--- config.mk ---
export PLATFORM = sky130hd
export DESIGN_NAME = klp_keypad_ctrl
export DESIGN_NICKNAME = d
export VERILOG_FILES = /design/src/design/klp_pkg.sv /design/src/design/klp_frame_timer.sv /design/src/design/klp_soft_start.sv /design/src/design/klp_keypad_ctrl.sv
export VERILOG_INCLUDE_DIRS = /design/src /design/src/design
export SDC_FILE = /design/constraint.sdc
export NUM_CORES = 1
export LEC_CHECK = 0
export ABC_AREA = 1
export ABC_CLOCK_PERIOD_IN_PS = 3300
export BUFFER_PORTS_ARGS = -buffer_cell sky130_fd_sc_hd__buf_2
export CAP_MARGIN = 10
export CORE_AREA = 2 2 181 138
export DETAILED_ROUTE_END_ITERATION = 10
export DIE_AREA = 0 0 183 140
export SLEW_MARGIN = 0
export SYNTH_ARGS = -nofsm -noshare
export SYNTH_HDL_FRONTEND = slang
export SYNTH_HIERARCHICAL = 1
export SYNTH_SLANG_ARGS = --single-unit
--- constraint.sdc ---
create_clock -name clk -period 3.3 [get_ports clk]
set_input_delay 0.33 -clock clk [delete_from_list [all_inputs] [get_ports clk]]
set_output_delay 0.33 -clock clk [all_outputs]
set_load 0.005 [all_outputs]
--- src/design/klp_params.svh ---
// register map, field positions, reset values and timing for the keypad led pwm block
`ifndef KLP_PARAMS_SVH
`define KLP_PARAMS_SVH

`define KLP_ADDR_CTRL 8'h00
`define KLP_ADDR_DIM 8'h01
`define KLP_ADDR_EXTPWM 8'h07
`define KLP_ADDR_BOOST 8'h10
`define KLP_ADDR_STATUS 8'h11

`define KLP_CTRL_ON1 0
`define KLP_CTRL_ON2 1
`define KLP_CTRL_ON3 2
`define KLP_CTRL_INTPWM 3
`define KLP_CTRL_DRVEN 4
`define KLP_CTRL_MODESW 5
`define KLP_CTRL_MASK 8'h3f
`define KLP_CTRL_RESET 8'h20

`define KLP_DIM_MASK 8'h7f
`define KLP_DIM_RESET 8'h00
`define KLP_EXT_MASK 8'h07
`define KLP_EXT_RESET 8'h00
`define KLP_BOOST_EN 0
`define KLP_BOOST_RESET 1'b0

`define KLP_CLK_NS 10
`define KLP_FRAME_US 50
`define KLP_SOFT_MS 20
`define KLP_FRAME_CYC ((`KLP_FRAME_US * 1000) / `KLP_CLK_NS)
`define KLP_SOFT_CYC ((`KLP_SOFT_MS * 1000000 + `KLP_CLK_NS - 1) / `KLP_CLK_NS)
`endif

--- src/design/klp_pkg.sv ---
// types shared by the keypad led pwm block
package klp_pkg;
  typedef enum logic [2:0] {
    KLP_ST_STBY = 3'b001,
    KLP_ST_SOFT = 3'b010,
    KLP_ST_NORM = 3'b100
  } klp_boost_state_t;

  typedef struct packed {
    logic sinkOut3;
    logic sinkOut2;
    logic sinkOut1;
  } klp_sink_t;

  typedef struct packed {
    logic [2:0] balance;
    logic [2:0] bright;
    logic concurrentSlotsSel;
  } klp_dim_t;

  typedef struct packed {
    logic wrEn;
    logic rdEn;
    logic [7:0] addr;
    logic [7:0] wrData;
  } klp_reg_req_t;
endpackage

--- src/design/klp_frame_timer.sv ---
// free-running frame counter with a frame-start pulse
`timescale 1ns/100ps
module klp_frame_timer #(
  parameter int FRAME_CYC = 5000,
  parameter int CW = $clog2(FRAME_CYC + 1)
) (
  // clock and reset
  input wire logic clk,
  input wire logic rst,
  // frame position
  output logic [CW-1:0] frameCnt,
  output logic frameStart
);
  logic [CW-1:0] cnt_r;

  always_ff @(posedge clk or posedge rst) begin
    if (rst) begin
      cnt_r <= '0;
    end else if (cnt_r == CW'(FRAME_CYC - 1)) begin
      cnt_r <= '0;
    end else begin
      cnt_r <= cnt_r + CW'(1);
    end
  end

  assign frameCnt = cnt_r;
  assign frameStart = (cnt_r == '0);
endmodule // klp_frame_timer

--- src/design/klp_soft_start.sv ---
// boost standby / soft start / normal sequencer
`timescale 1ns/100ps
module klp_soft_start
  import klp_pkg::*;
#(
  parameter int SOFT_CYC = 2000000,
  parameter int SW = $clog2(SOFT_CYC + 1)
) (
  // clock and reset
  input wire logic clk,
  input wire logic rst,
  // boost run enable from the register
  input wire logic boostEn,
  // converter state
  output klp_pkg::klp_boost_state_t boostState
);
  klp_boost_state_t state_r;
  logic [SW-1:0] cnt_r;

  always_ff @(posedge clk or posedge rst) begin
    if (rst) begin
      state_r <= KLP_ST_STBY;
    end else if (!boostEn) begin
      state_r <= KLP_ST_STBY;
    end else begin
      case (state_r)
        KLP_ST_STBY: state_r <= KLP_ST_SOFT;
        KLP_ST_SOFT: begin
          if (cnt_r == SW'(SOFT_CYC - 1)) begin
            state_r <= KLP_ST_NORM;
          end
        end
        KLP_ST_NORM: state_r <= KLP_ST_NORM;
        default: state_r <= KLP_ST_STBY;
      endcase
    end
  end

  // soft-start duration counter
  always_ff @(posedge clk or posedge rst) begin
    if (rst) begin
      cnt_r <= '0;
    end else if (state_r == KLP_ST_SOFT) begin
      cnt_r <= cnt_r + SW'(1);
    end else begin
      cnt_r <= '0;
    end
  end

  assign boostState = state_r;

  soft_len_a: assert property (@(posedge clk) disable iff (rst)
    (state_r == KLP_ST_SOFT && boostEn && cnt_r == SW'(SOFT_CYC - 1)) |=> state_r == KLP_ST_NORM)
    else $error("soft start did not end after its full length");
  soft_hold_a: assert property (@(posedge clk) disable iff (rst)
    (state_r == KLP_ST_SOFT && boostEn && cnt_r < SW'(SOFT_CYC - 1)) |=> state_r == KLP_ST_SOFT)
    else $error("soft start ended early");
endmodule // klp_soft_start

--- src/design/klp_keypad_ctrl.sv ---
// keypad led pwm controller: registers, slot timing and output gating
`timescale 1ns/100ps
`include "klp_params.svh"
module klp_keypad_ctrl #(
  parameter int FRAME_CYC = `KLP_FRAME_CYC,
  parameter int SOFT_CYC = `KLP_SOFT_CYC
) (
  // clock and reset
  input wire logic clk,
  input wire logic rst,
  // register port behind the serial interface
  input wire klp_pkg::klp_reg_req_t regReq,
  output logic [7:0] regRdData,
  // external pwm input, active high
  input wire logic extPwmIn,
  // keypad sink outputs
  output klp_pkg::klp_sink_t sinkOut,
  output logic keySwitchMode,
  // boost converter control
  output logic boostStandby,
  output logic boostLowCurrent,
  output logic boostNormal
);
  import klp_pkg::*;

  localparam int CW = $clog2(FRAME_CYC + 1);

  logic [7:0] ctrl_r;
  logic [7:0] dim_r;
  logic [7:0] extSel_r;
  logic boostEn_r;
  logic [7:0] rdData_r;
  klp_dim_t actDim_r;
  logic [CW-1:0] end1_r;
  logic [CW-1:0] end2_r;
  logic [CW-1:0] end3_r;
  logic [CW-1:0] ovEnd_r;
  klp_sink_t sink_r;
  klp_sink_t sink_nxt;
  klp_dim_t dimNow;
  klp_boost_state_t boostState;
  logic [CW-1:0] frameCnt;
  logic frameStart;
  logic blank;
  logic [2:0] onBits;
  logic [2:0] wave;
  logic [7:0] rdMux;

  // full-brightness slot length of one output for a balance code
  function automatic int shareLen(input logic [2:0] bal, input int idx);
    int len;
    len = 0;
    case (bal)
      3'h0: len = (idx == 0) ? FRAME_CYC : 0;
      3'h1: len = (idx == 1) ? FRAME_CYC : 0;
      3'h2: len = (idx == 2) ? FRAME_CYC : 0;
      3'h3: len = (idx == 2) ? 0 : FRAME_CYC / 2;
      3'h4: len = (idx == 0) ? 0 : FRAME_CYC / 2;
      3'h5: len = (idx == 1) ? 0 : FRAME_CYC / 2;
      3'h6: len = FRAME_CYC / 3;
      3'h7: len = (idx == 0) ? FRAME_CYC / 2 : FRAME_CYC / 4;
      default: len = 0;
    endcase
    return len;
  endfunction

  // logarithmic brightness: code 1 is 1/64, each step doubles, code 7 is full
  function automatic int scaleLen(input int len, input logic [2:0] bright);
    int res;
    res = 0;
    if (bright != 3'h0) begin
      res = len >> (7 - int'(bright));
    end
    return res;
  endfunction

  // register writes
  always_ff @(posedge clk or posedge rst) begin
    if (rst) begin
      ctrl_r <= `KLP_CTRL_RESET;
    end else if (regReq.wrEn && regReq.addr == `KLP_ADDR_CTRL) begin
      ctrl_r <= regReq.wrData & `KLP_CTRL_MASK;
    end
  end

  always_ff @(posedge clk or posedge rst) begin
    if (rst) begin
      dim_r <= `KLP_DIM_RESET;
    end else if (regReq.wrEn && regReq.addr == `KLP_ADDR_DIM) begin
      dim_r <= regReq.wrData & `KLP_DIM_MASK;
    end
  end

  always_ff @(posedge clk or posedge rst) begin
    if (rst) begin
      extSel_r <= `KLP_EXT_RESET;
    end else if (regReq.wrEn && regReq.addr == `KLP_ADDR_EXTPWM) begin
      extSel_r <= regReq.wrData & `KLP_EXT_MASK;
    end
  end

  always_ff @(posedge clk or posedge rst) begin
    if (rst) begin
      boostEn_r <= `KLP_BOOST_RESET;
    end else if (regReq.wrEn && regReq.addr == `KLP_ADDR_BOOST) begin
      boostEn_r <= regReq.wrData[`KLP_BOOST_EN];
    end
  end

  // register reads, answered one cycle after the read strobe
  always_comb begin
    rdMux = 8'h00;
    case (regReq.addr)
      `KLP_ADDR_CTRL: rdMux = ctrl_r;
      `KLP_ADDR_DIM: rdMux = dim_r;
      `KLP_ADDR_EXTPWM: rdMux = extSel_r;
      `KLP_ADDR_BOOST: rdMux = {7'h00, boostEn_r};
      `KLP_ADDR_STATUS: rdMux = {5'h00, boostNormal, boostLowCurrent, boostStandby};
      default: rdMux = 8'h00;
    endcase
  end

  always_ff @(posedge clk or posedge rst) begin
    if (rst) begin
      rdData_r <= 8'h00;
    end else if (regReq.rdEn) begin
      rdData_r <= rdMux;
    end
  end

  assign regRdData = rdData_r;

  // boost sequencing and frame timing
  klp_soft_start #(
    .SOFT_CYC(SOFT_CYC)
  ) u_soft (
    .clk(clk),
    .rst(rst),
    .boostEn(boostEn_r),
    .boostState(boostState)
  );

  klp_frame_timer #(
    .FRAME_CYC(FRAME_CYC),
    .CW(CW)
  ) u_frame (
    .clk(clk),
    .rst(rst),
    .frameCnt(frameCnt),
    .frameStart(frameStart)
  );

  assign boostStandby = boostState[0];
  assign boostLowCurrent = boostState[1];
  assign boostNormal = boostState[2];
  // blanking starts one cycle ahead of the soft-start state because sinkOut is registered
  assign blank = (boostState == KLP_ST_SOFT) || (boostState == KLP_ST_STBY && boostEn_r);
  assign keySwitchMode = ctrl_r[`KLP_CTRL_MODESW];

  soft_dark_a: assert property (@(posedge clk) disable iff (rst)
    boostLowCurrent |-> sinkOut == '0)
    else $error("led driven while converter in low-current start");
  frame_wrap_a: assert property (@(posedge clk) disable iff (rst)
    frameCnt == CW'(FRAME_CYC - 1) |=> frameStart)
    else $error("frame did not wrap after its full length");

  // dimming settings and slot boundaries latched at each frame start
  assign dimNow = klp_dim_t'(dim_r[6:0]);

  always_ff @(posedge clk or posedge rst) begin
    if (rst) begin
      actDim_r <= '0;
    end else if (frameStart) begin
      actDim_r <= dimNow;
    end
  end

  always_ff @(posedge clk or posedge rst) begin
    if (rst) begin
      end1_r <= '0;
      end2_r <= '0;
      end3_r <= '0;
      ovEnd_r <= '0;
    end else if (frameStart) begin
      end1_r <= CW'(scaleLen(shareLen(dimNow.balance, 0), dimNow.bright));
      end2_r <= CW'(scaleLen(shareLen(dimNow.balance, 0), dimNow.bright)
        + scaleLen(shareLen(dimNow.balance, 1), dimNow.bright));
      end3_r <= CW'(scaleLen(shareLen(dimNow.balance, 0), dimNow.bright)
        + scaleLen(shareLen(dimNow.balance, 1), dimNow.bright)
        + scaleLen(shareLen(dimNow.balance, 2), dimNow.bright));
      ovEnd_r <= CW'(scaleLen(FRAME_CYC, dimNow.bright));
    end
  end

  // internal waveform per output
  always_comb begin
    if (actDim_r.concurrentSlotsSel) begin
      wave = {3{frameCnt < ovEnd_r}};
    end else begin
      wave[0] = (frameCnt < end1_r);
      wave[1] = (frameCnt >= end1_r) && (frameCnt < end2_r);
      wave[2] = (frameCnt >= end2_r) && (frameCnt < end3_r);
    end
  end

  assign onBits = {ctrl_r[`KLP_CTRL_ON3], ctrl_r[`KLP_CTRL_ON2], ctrl_r[`KLP_CTRL_ON1]};

  // output gating: drive enable, per-output on bit, soft-start blanking, pwm sources
  always_comb begin
    logic [2:0] drv;
    drv = 3'h0;
    for (int i = 0; i < 3; i++) begin
      if (ctrl_r[`KLP_CTRL_INTPWM]) begin
        drv[i] = wave[i] && (!extSel_r[i] || extPwmIn);
      end else begin
        drv[i] = !extSel_r[i] || extPwmIn;
      end
      drv[i] = drv[i] && onBits[i] && ctrl_r[`KLP_CTRL_DRVEN] && !blank;
    end
    sink_nxt = klp_sink_t'(drv);
  end

  always_ff @(posedge clk or posedge rst) begin
    if (rst) begin
      sink_r <= '0;
    end else begin
      sink_r <= sink_nxt;
    end
  end

  assign sinkOut = sink_r;

  logic pwmPlain;
  assign pwmPlain = ctrl_r[`KLP_CTRL_DRVEN] && ctrl_r[`KLP_CTRL_INTPWM] && extSel_r[2:0] == 3'h0 && !blank;

  boost_stby_a: assert property (@(posedge clk) disable iff (rst)
    !boostEn_r ##1 !boostEn_r |-> boostStandby && !boostLowCurrent && !boostNormal)
    else $error("boost not in standby while disabled");
  boost_start_a: assert property (@(posedge clk) disable iff (rst)
    boostStandby && boostEn_r |=> boostLowCurrent)
    else $error("boost did not enter soft start");
  blank_leds_a: assert property (@(posedge clk) disable iff (rst)
    blank |=> sinkOut == '0)
    else $error("led driven during soft start");
  mode_sel_a: assert property (@(posedge clk) disable iff (rst)
    regReq.wrEn && regReq.addr == `KLP_ADDR_CTRL |=> keySwitchMode == $past(regReq.wrData[`KLP_CTRL_MODESW]))
    else $error("mode select not taken from control write");
  off_disabled_a: assert property (@(posedge clk) disable iff (rst)
    !ctrl_r[`KLP_CTRL_ON2] |=> !sinkOut.sinkOut2)
    else $error("disabled output driven");
  zero_bright_a: assert property (@(posedge clk) disable iff (rst)
    ctrl_r[`KLP_CTRL_INTPWM] && actDim_r.bright == 3'h0 && !frameStart |=> sinkOut == '0)
    else $error("output on at zero brightness");
  slots_disjoint_a: assert property (@(posedge clk) disable iff (rst)
    ctrl_r[`KLP_CTRL_INTPWM] && !actDim_r.concurrentSlotsSel |=> $onehot0(sinkOut))
    else $error("slots overlap in non-overlapping operation");
  overlap_same_a: assert property (@(posedge clk) disable iff (rst)
    pwmPlain && actDim_r.concurrentSlotsSel && onBits == 3'h7 |=>
    sinkOut.sinkOut1 == sinkOut.sinkOut2 && sinkOut.sinkOut2 == sinkOut.sinkOut3)
    else $error("overlapping outputs differ");
  ovl_window_a: assert property (@(posedge clk) disable iff (rst)
    pwmPlain && actDim_r.concurrentSlotsSel && onBits == 3'h7 && frameCnt < ovEnd_r |=>
    sinkOut == 3'h7)
    else $error("overlapping outputs off inside the on-time");
  overlap_off_a: assert property (@(posedge clk) disable iff (rst)
    ctrl_r[`KLP_CTRL_INTPWM] && actDim_r.concurrentSlotsSel && frameCnt >= ovEnd_r |=> sinkOut == '0)
    else $error("overlapping outputs on after the on-time");
  first_slot_a: assert property (@(posedge clk) disable iff (rst)
    pwmPlain && onBits[0] && !actDim_r.concurrentSlotsSel && frameCnt < end1_r |=> sinkOut.sinkOut1)
    else $error("output 1 off inside its slot");
  second_slot_a: assert property (@(posedge clk) disable iff (rst)
    pwmPlain && onBits[1] && !actDim_r.concurrentSlotsSel && frameCnt >= end1_r && frameCnt < end2_r |=>
    sinkOut.sinkOut2)
    else $error("output 2 off inside its slot");
  third_slot_a: assert property (@(posedge clk) disable iff (rst)
    pwmPlain && onBits[2] && !actDim_r.concurrentSlotsSel && frameCnt >= end2_r && frameCnt < end3_r |=>
    sinkOut.sinkOut3)
    else $error("output 3 off inside its slot");
  frame_tail_a: assert property (@(posedge clk) disable iff (rst)
    ctrl_r[`KLP_CTRL_INTPWM] && !actDim_r.concurrentSlotsSel && frameCnt >= end3_r |=> sinkOut == '0)
    else $error("output on after the active slots");
  direct_follow_a: assert property (@(posedge clk) disable iff (rst)
    ctrl_r[`KLP_CTRL_DRVEN] && !ctrl_r[`KLP_CTRL_INTPWM] && extSel_r == 8'h00 && !blank |=>
    sinkOut == klp_sink_t'($past(onBits)))
    else $error("direct mode output does not follow on bits");
  ext_gate_a: assert property (@(posedge clk) disable iff (rst)
    extSel_r[0] && !extPwmIn |=> !sinkOut.sinkOut1)
    else $error("external pwm low did not gate output");
  ext_direct_a: assert property (@(posedge clk) disable iff (rst)
    ctrl_r[`KLP_CTRL_DRVEN] && !ctrl_r[`KLP_CTRL_INTPWM] && extSel_r[0] && onBits[0] && !blank |=>
    sinkOut.sinkOut1 == $past(extPwmIn))
    else $error("selected output does not follow external pwm");
  frame_latch_a: assert property (@(posedge clk) disable iff (rst)
    !frameStart |=> $stable(actDim_r))
    else $error("dimming settings changed inside a frame");

  soft_done_c: cover property (@(posedge clk) disable iff (rst) boostLowCurrent ##1 boostNormal);
  overlap_run_c: cover property (@(posedge clk) disable iff (rst)
    actDim_r.concurrentSlotsSel && sinkOut == 3'h7);
  third_slot_c: cover property (@(posedge clk) disable iff (rst)
    !actDim_r.concurrentSlotsSel && sinkOut.sinkOut3);
  ext_gated_c: cover property (@(posedge clk) disable iff (rst)
    ctrl_r[`KLP_CTRL_INTPWM] && extSel_r[0] && extPwmIn && sinkOut.sinkOut1);
  ext_direct_c: cover property (@(posedge clk) disable iff (rst)
    !ctrl_r[`KLP_CTRL_INTPWM] && extSel_r[0] && sinkOut.sinkOut1);
endmodule // klp_keypad_ctrl

# == Word-level counts from Yosys, hierarchy flattened ==
# Memory sizes are Yosys's and may differ from the RTL's.
# Cells that the tools add are included.
# Widths: inputs -> output; s select.
# word_totals
regBits,118
rom_bits,504
input_bits,21
output_inout_bits,15
wordCells,109
memories,6
# mem_list
memory,depth,width,rd,rd_ports_with_merged_regs,write_ports,line_no,source
(no name shown),8,11,1,0,0,klp_keypad_ctrl.sv:53,case (bal)
(no name shown),8,11,1,0,0,klp_keypad_ctrl.sv:53,
(no name shown),8,11,1,0,0,klp_keypad_ctrl.sv:53,
(no name shown),8,10,1,0,0,klp_keypad_ctrl.sv:53,
(no name shown),8,10,1,0,0,klp_keypad_ctrl.sv:53,
(no name shown),8,10,1,0,0,klp_keypad_ctrl.sv:53,
# classes
add_sub_neg,6
magnitude_cmp,6
n_eq_ne,10
n_shift,7
mux,28
reduce_logical,30
# op_table
op,n
$mux 32,6
$shr 32x32->13,6
$mux 13,13
$lt 13x13->1,4
$add 13x13->13,3
$pmux 7 s5,1
$shr 13x32->13 const A,1
$ge 13x13->1,2
$add 21x1->21 const B,1
$eq 21x21->1 const B,1
$mux 21,1
$logic_and 1x1->1,19
$eq 8x5->1 const B,2
$add 13x1->13 const B,1
$eq 13x13->1 const B,1
$logic_not 13->1,1
$mux 3,3
$pmux 3 s3,1
$eq 8x1->1 const B,1
$eq 8x3->1 const B,1
$logic_not 8->1,1
$logic_not 1->1,4
$logic_or 1x1->1,4
$sub 3x3->4 const A,1
other kinds (6),8

# == Depth between registers and ports, before layout ==
# Gate-level depths: netlist (run 1).
# logic_depth
depth_word,8
mapped_depth,23
ltp_nobuf,23

# == Hierarchy ==
# Netlist (run 1), hierarchy kept.
# by_module_without_submodules
module,n_inst,cells_each,area_per_inst_um2,seq_area_each_um2
klp_keypad_ctrl,1,1056,7314.5,2003.2
klp_soft_start,1,181,1368.8,601.8
klp_frame_timer,1,101,742.0,325.3

# == Worst setup path before layout (run 1) ==
# OpenSTA, ideal clock, no wires.
# synth_path
path_type,reg2reg
from,reg dim_r[2]
to,reg end3_r[9]
setup_ns,0.083
t_arrival_ns,3.412
required_ns,3.217
slack_ns,-0.195
path_stages_with_launch,19
path_buffers,2
period_less_slack_ns,3.495
path_cell_list,dfrtp_1 -> inv_1 -> clkbuf_1 -> ha_1 -> nor2_1 -> inv_1 -> clkbuf_1 -> o22ai_1 -> fa_1 -> ha_1 -> fa_1 -> nand2_1 -> nand2_1 -> o21ai_0 -> inv_1 -> nand2_1 -> nand2_1 -> xor2_1 -> o21ai_0
# synth_via
elab_chain_cells,6
elab_cells_between_ends,13
classes_between,add/sub: 3; shift: 3; mux: 6; reduce/logical: 1
# synth_lines
item,line_no,source
from (decl),klp_keypad_ctrl.sv:29,logic [7:0] dim_r;
from (signal assigned),klp_keypad_ctrl.sv:88,dim_r <= `KLP_DIM_RESET;
from (signal assigned),klp_keypad_ctrl.sv:90,dim_r <= regReq.wrData & `KLP_DIM_MASK;
$sub 3x3->4,klp_keypad_ctrl.sv:72,res = len >> (7 - int'(bright));
$shr 32x32->13,klp_keypad_ctrl.sv:72,
$mux 13,klp_keypad_ctrl.sv:71,if (bright != 3'h0) begin
$mux 13,klp_keypad_ctrl.sv:184,end else if (frameStart) begin
$add 13x13->13,klp_keypad_ctrl.sv:189,"+ scaleLen(shareLen(dimNow.balance, 1), dimNow.bright)"
$add 13x13->13 *,klp_keypad_ctrl.sv:190,"+ scaleLen(shareLen(dimNow.balance, 2), dimNow.bright));"
to (signal assigned),klp_keypad_ctrl.sv:188,"end3_r <= CW'(scaleLen(shareLen(dimNow.balance, 0), dimNow.bright)"
to (decl),klp_keypad_ctrl.sv:36,logic [CW-1:0] end3_r;
# Mark *: on every way between the ends. The rest lies on a longest branch, timed or not. The select of a mux whose other input is x is not followed.
# A chain may end at the register's enable or synchronous reset.

# == Worst setup path in the final report (run 1) ==
# layout_path
from,reg dim_r[4]
to,reg end3_r[10]
# layout_via
elab_chain_cells,7
elab_cells_between_ends,17
classes_between,add/sub: 2; shift: 3; mux: 9; memory: 3
# layout_lines
item,line_no
$mem_v2 8x10 / $mem_v2 8x11 (equally long branches),--
$mux 32,klp_keypad_ctrl.sv:184
$shr 32x32->13,klp_keypad_ctrl.sv:72
$mux 13,klp_keypad_ctrl.sv:71
$mux 13,klp_keypad_ctrl.sv:184
$add 13x13->13,klp_keypad_ctrl.sv:189
$add 13x13->13 *,klp_keypad_ctrl.sv:190
# Marked as above.

==> results.yml, run 1 <==
outcome:
  outcome: "finished with violations"
  violations: "negative setup slack"
yosys:
  syn_inst: 1338
  synth_top_family_by_area: "simple AND/OR/NAND/NOR gates"
  synth_warnings: 6
  synth_edf_count: 0
  synth.ff_latch_count: 117
  synth_mux_area_share_pct: 0.239
  synthArstFlopShare_pct: 100
  synth_compound_area_share_pct: 13.8
  syn_avg_cell_area_um2: 7.04
  syn-num-nets: 1461
  yosys.area.top_type_share_pct: 30.5
  synth_largest_area_cell: "dfrtp_1"
  yosys-top-cells-area: "dfrtp_1 31%, nand2_1 15%, ha_1 12%"
  seq_area_frac_synth_pct: 31.1
  yosysUniqueCellTypes: 47
  synth_fa_ha_area_share_pct: 14.7
  synth_simple_gate_area_share_pct: 29.0
  syn_area_mm2: 0.00943
  ys.flop_type: "dfrtp_1"
  synthXorXnorAreaFrac_pct: 0.743
global_routing:
  grt_overflow: 0
  antenna_found_initial: 0
  grt_use_total_pct: 22.0
  grt_pass1_wl_um: 44200
  grt_pass1_vias: 8554
  grt_max_degree: 68
timing:
  max_freq_mhz: 297
  slew_viol_final: 0
  setup_viol: 4
  worstMarginPinSlew_ps: 946
  rsz0062_at_grt: "yes"
  hold_viol_final: 0
  setup_ws_ps: -61.4
  fin_crit_sh_pct: 102
  finalCriticalPeriod_ps: 3360
  maxSlewHeadroom_pct: 36.9
  fin_skew_ps: 13.7
die:
  start_util_pct: 39.6
  dieArea_mm2: 0.0256
  fp.dieH_um: 140
  io-pin-count: 36
  fp.dieW_um: 183
  coreArea_mm2: 0.0238
  rows: 49
hold_path:
  worstHoldStart: "regReq[0]"
  min_path_type: "input port to register"
  min_path_cells: 3
  min_to: "extSel_r[0]$_DFFE_PP0P_"
critical_path:
  end_kind: "register"
  r2r_start: "dim_r[4]$_DFFE_PP0P_"
  reg2regPathDepth: 19
  startpoint_type: "register"
  path_max_fanout: 4
  r2r_slack_ps: -60
  path_class: "register to register"
  worstPathRequired_ps: 3610
  cp.arrival_ps: 3670
  reg2reg_to: "end3_r[10]$_DFFE_PP0P_"
power:
  power-per-cell-area_mw_per_mm2: 324
  leakage_nw: 5.93
  vdd_ir_drop_max_uv: 319
  power_mw: 3.87
cts:
  h-tree-depth: 4
  clkLatencyLatePin_ps: 430
  clkTransAtPathRegs_ps: 60
  cts_tree: "yes"
  clock-sinks: 117
  numCtsBuffers: 17
  cts_buffer_depth: 2
  cts-root-buf: "clkbuf_16"
layout:
  nFillCells: 2287
  diodes: 0
  drive_gt1_share_pct: 23.0
  fin_nets: 1617
  design_area_mm2: 0.0119
  area_growth_syn_to_layout_pct: 26.5
routing:
  drt_iter0_drc: 782
  ant_nets: 0
  wl_per_cell_um: 15.2
  drc_errors: 0
  wl_um: 27600
  vias_per_cell: 5.08
  vias: 9218
  first_pass_iters: 5
job:
  cap_violations: 0
place:
  hpwlAfterDp_um: 20800
  numPortBuffers: 33
  routabilityCongestion: 0.909
  placed_area_mm2: 0.0108
==> sequential cells by signal (all words and copies together) (netlist names) <==
name	cells
regRdData	7
u_soft/cnt_r	21
extSel_r	3
ovEnd_r	13
ctrl_r	6
u_soft/boostState	3
sinkOut	3
end2_r	13
dim_r	7
actDim_r	1
u_frame/frameCnt	13
end1_r	13
boostEn_r	1
end3_r	13
==> kinds of logic after synthesis <==
logic type | Yosys count
AND/OR/NAND/NOR | 633
buffers and inverters | 247
AO/OA/AOI/OAI | 229
flip-flops | 117
adder cells (fa/ha/maj) | 102
XOR/XNOR | 8
other | 1
multiplexers | 1
==> report_power, final <==
| group | internal, mW | leakage, nW | switching (mW) |
|---|---|---|---|
| clock | 1.08 | 0.271 | 0.720 |
| sequential | 1.45 | 1.59 | 0.0165 |
| combinational | 0.255 | 4.07 | 0.344 |
| total | 2.78 | 5.93 | 1.08 |
==> synth_stat cells (2+ instances only) <==
library cell and n:
o22ai_1 26, o211ai_1 8, o2111ai_1 2, xnor2_1 3, o21ai_0 94, ha_1 88
a21o_1 4, nor2_2 10, nand3_1 69, a31oi_1 3, inv_1 208, nor2_1 122
nor4_1 2, a211oi_1 2, dfrtp_1 115, dfstp_2 2, fa_1 14, nand2_1 367
nand2_2 13, nand2_4 6, xor2_1 5, a21oi_1 54, o21ai_2 8, nand4_1 16
nor3_1 11, clkbuf_1 12, buf_2 12, inv_2 8, buf_6 6, o22ai_2 3
o21ai_1 20, o21bai_1 2, nor2_4 7, nand3b_1 3
==> cell type report <==
type | instances | area [um2] | area share [%]
inverters | 216 | 817 | 6.85
clock inverters | 10 | 98.8 | 0.829
well taps | 306 | 383 | 3.21
clock buffers | 22 | 464 | 3.89
flip-flops and latches | 117 | 2930 | 24.6
repair buffers | 168 | 1270 | 10.7
multi-input cells | 974 | 5960 | 50.0
==> cells in the final DEF (no fill, tap or decap), types with 6 or more instances in the layout <==
cell type and count:
nand2_1 352, inv_1 199, buf_4 122, dfrtp_1 114
nor2_1 113, o21ai_0 75, ha_1 75, nand3_1 66
a21oi_1 47, buf_2 33, nand2_2 25, o21ai_1 25
o22ai_1 21, nor2_2 19, clkbuf_16 17, nand4_1 16
o21ai_2 16, inv_2 14, ha_4 12, nand2_4 9
fa_1 9, o211ai_1 8, nor3_1 8, nor2_4 7
o22ai_2 7, buf_6 7, o21ai_4 6, a21oi_2 6
==> worst max-delay path by stage <==
| stage | start | end | slack [ps] | cells past startpoint |
|---|---|---|---|---|
| finish | dim_r[4]$_DFFE_PP0P_ | end3_r[10]$_DFFE_PP0P_ | -60 | 19 |
| floorplan | dim_r[4]$_DFFE_PP0P_ | end3_r[9]$_DFFE_PP0P_ | 50 | 19 |
| global route | dim_r[4]$_DFFE_PP0P_ | end3_r[12]$_DFFE_PP0P_ | -240 | 22 |
| detailed placement | dim_r[4]$_DFFE_PP0P_ | end3_r[11]$_DFFE_PP0P_ | -250 | 17 |
| CTS | dim_r[4]$_DFFE_PP0P_ | end3_r[9]$_DFFE_PP0P_ | -40 | 20 |
| global placement | dim_r[4]$_DFFE_PP0P_ | end3_r[11]$_DFFE_PP0P_ | -160 | 17 |
==> timing repair <==
item	CTS	global route
setup buffers	5	11
hold buffers	1	0
cloned	0	0
hold endpoints to repair	13	0
pin swaps	22	27
resized for setup	67	55
setup endpoints to repair	9	18
==> per-layer routing <==
metal  vias to the layer above  track usage [%]  wire, um
met3                        20             4.71      1800
met5                         -                0         0
met1                      4327             34.3     14200
met2                       260             30.7     11300
met4                         0             4.76       296
li1                       4611                -         -
==> worst max-delay path, cell delays in order, from the launching register on <==
cell,delay (ps)
dfrtp_1,430
inv_4,90
ha_4,280
inv_4,40
o21ai_4,180
mux2i_4,100
o21ai_2,140
buf_4,120
o22ai_1,70
buf_4,180
fa_1,520
ha_4,330
nand2_4,60
nor3_2,190
nand2_1,100
nand3_2,120
a21o_1,140
nand2_1,40
nand3_1,60
nand2_1,60
==> per-stage QoR <==
step	worst slack [ps]	hold slack, ps	setup TNS [ps]	util [%]	cells
after global placement	-163	439	-1170	45.2	1765
after detailed placement	-253	438	-1620	45.2	1765
after global routing	-239	156	-1600	50.1	1813
final	-61.4	141	-179	50.1	1813
after CTS	-38.2	133	-38.9	48.9	1802
after floorplan	49.1	207	0	-	1338
No activity file was read; power rests on OpenSTA's default activity.
==> run 2, diff against run 1 <==
- CORE_AREA: 2 2 181 138 -> 2 2 208 159
- DIE_AREA: 0 0 183 140 -> 0 0 210 161
==> run 2 against run 1 <==
- the run still ends with negative setup slack left
- clock skew shrank 4.1 ps
- hold slack got worse by 5.2 ps
- wire length is 1.1% lower
- via count is 1.3% lower
- highest routed layer unchanged
==> results.yml, run 2 (synthesized netlist as in run 1, its figures left out) <==
power:
  power-per-cell-area_mw_per_mm2: 329
  vdd_ir_drop_max_uv: 369
  power_mw: 4.01
  leakage_nw: 5.94
timing:
  fin_skew_ps: 9.61
  setup_viol: 6
  max_freq_mhz: 297
  maxSlewHeadroom_pct: 36.5
  setup_ws_ps: -62.8
  fin_setup_tns_ps: -281
  fin_crit_sh_pct: 102
  rsz0062_at_grt: "yes"
  slew_viol_final: 0
  hold_viol_final: 0
  worstMarginPinSlew_ps: 951
  finalCriticalPeriod_ps: 3360
place:
  place_ws_ps: -215
  dp_cells: 1867
  numPortBuffers: 33
  routabilityCongestion: 0.910
  hpwlAfterDp_um: 20700
die:
  fp.dieW_um: 210
  start_util_pct: 29.6
  rows: 57
  coreArea_mm2: 0.0319
  fp.dieH_um: 161
  io-pin-count: 36
  dieArea_mm2: 0.0338
critical_path:
  critPathTopFamily: "adder cells"
  cp_cell_sequence: "inv_2 > ha_4 > inv_6 > o21ai_4 > mux2i_4 > buf_4 > o21ai_2 > buf_4 > o22ai_2 > fa_1 > ha_4 > nand2_2 > nor3_2 > nand2_2 > nand3_4 > a21o_1 > nand2_1 > nand3_1 > nand2_1"
  reg2regPathDepth: 19
  path_max_fanout: 4
  crit_slowest_cell: "fa_1"
  crit_cells: 19
  reg2reg_to: "end3_r[10]$_DFFE_PP0P_"
  crit_path_end: "end3_r[10]$_DFFE_PP0P_"
  end_kind: "register"
  startpoint_type: "register"
  r2r_start: "dim_r[4]$_DFFE_PP0P_"
  cp.arrival_ps: 3690
  path_class: "register to register"
  slowest_delay_ps: 510
  r2r_slack_ps: -60
  worstPathRequired_ps: 3620
  path_buf_inv: 4
  crit_start: "dim_r[4]$_DFFE_PP0P_"
routing:
  vias: 9102
  ant_nets: 0
  drc_errors: 0
  wl_um: 27300
  first_pass_iters: 6
  drt_iter0_drc: 663
  vias_per_cell: 4.75
  wl_per_cell_um: 14.2
global_routing:
  grt_pass1_wl_um: 44300
  grt_max_degree: 61
  grt_pass1_vias: 8798
  antenna_found_initial: 0
  grt_overflow: 0
  grt_use_total_pct: 16.6
cts:
  clock-sinks: 117
  numCtsBuffers: 17
  clkTransAtPathRegs_ps: 60
  h-tree-depth: 4
  cts-root-buf: "clkbuf_16"
  cts_tree: "yes"
  cts_buffer_depth: 2
  clkLatencyLatePin_ps: 430
job:
  cap_violations: 0
layout:
  regArea_mm2: 0.00293
  regMostFlops: "u_soft/cnt_r"
  fin_nets: 1613
  multi_input_area_mm2: 0.00608
  drive_gt1_share_pct: 24.6
  area_growth_syn_to_layout_pct: 29.4
  nFillCells: 3238
  diodes: 0
  layout_commonest_cell: "nand2_1"
  largest_register_ffs: 21
  mostFrequentLayoutCells: "344 x nand2_1, 195 x inv_1, 119 x buf_4"
  instances_no_fill: 1916
outcome:
  violations: "negative setup slack"
  outcome: "finished with violations"
hold_path:
  min_path_type: "input port to register"
## run 2: metal layers
layer  up-vias  wire, um  global-route usage (%)
met1      4232     13400                    23.9
met4         0       362                    4.35
met5         -         0                       0
li1       4635         -                       -
met3        27      1510                    3.66
met2       208     12100                    25.1
## run 2: worst min-delay path, cell delays in order
cell,delay [ps]
buf_2,100
nand2_1,50
o21ai_0,60
## run 2: cell type report
type / instances / share of cell area, %
Multi-Input combinational cell: 974 / 49.8
Sequential cell: 117 / 24.0
Timing Repair Buffer: 164 / 10.2
Inverter: 216 / 6.74
Tap cell: 413 / 4.24
Clock buffer: 19 / 3.55
Clock inverter: 13 / 1.42
## run 2: metrics by stage
stage / cell area (um2) / hold WS [ps] / utilization (%)
floorplan: 9430 / 207 / -
global placement: 10800 / 455 / 34.0
detailed placement: 10800 / 460 / 34.0
CTS: 11600 / 6.77 / 36.5
global route: 12200 / 134 / 38.3
finish: 12200 / 136 / 38.3
## run 2: what timing repair did
item,4_1_cts,5_1_grt
hold buffers,0,1
gates resized for setup,43,112
endpoints found under the hold margin,0,11
pin swaps,10,58
setup endpoints to repair,9,13
setup buffers,5,12
## run 2: worst min path at each step
stage          depth (start not counted)                             to  slack [ps]                      start
2_1_floorplan                          1  u_frame/frameCnt[0]$_DFF_PP0_         210                        rst
3_3_place_gp                           1      u_soft/cnt_r[0]$_DFF_PP0_         460  u_soft/cnt_r[0]$_DFF_PP0_
3_5_place_dp                           2       regRdData[4]$_DFFE_PP0P_         460   regRdData[4]$_DFFE_PP0P_
4_1_cts                                2  u_frame/frameCnt[0]$_DFF_PP0_           7                        rst
5_1_grt                                3        extSel_r[1]$_DFFE_PP0P_         130                  regReq[1]
6_report                               3        extSel_r[1]$_DFFE_PP0P_         140                  regReq[1]
## run 2: where the power goes
part | internal (mW) | switching, mW | leakage [nW]
sequential | 1.45 | 0.0131 | 1.59
combinational | 0.260 | 0.352 | 4.07
clock | 1.20 | 0.740 | 0.281
total | 2.91 | 1.10 | 5.94
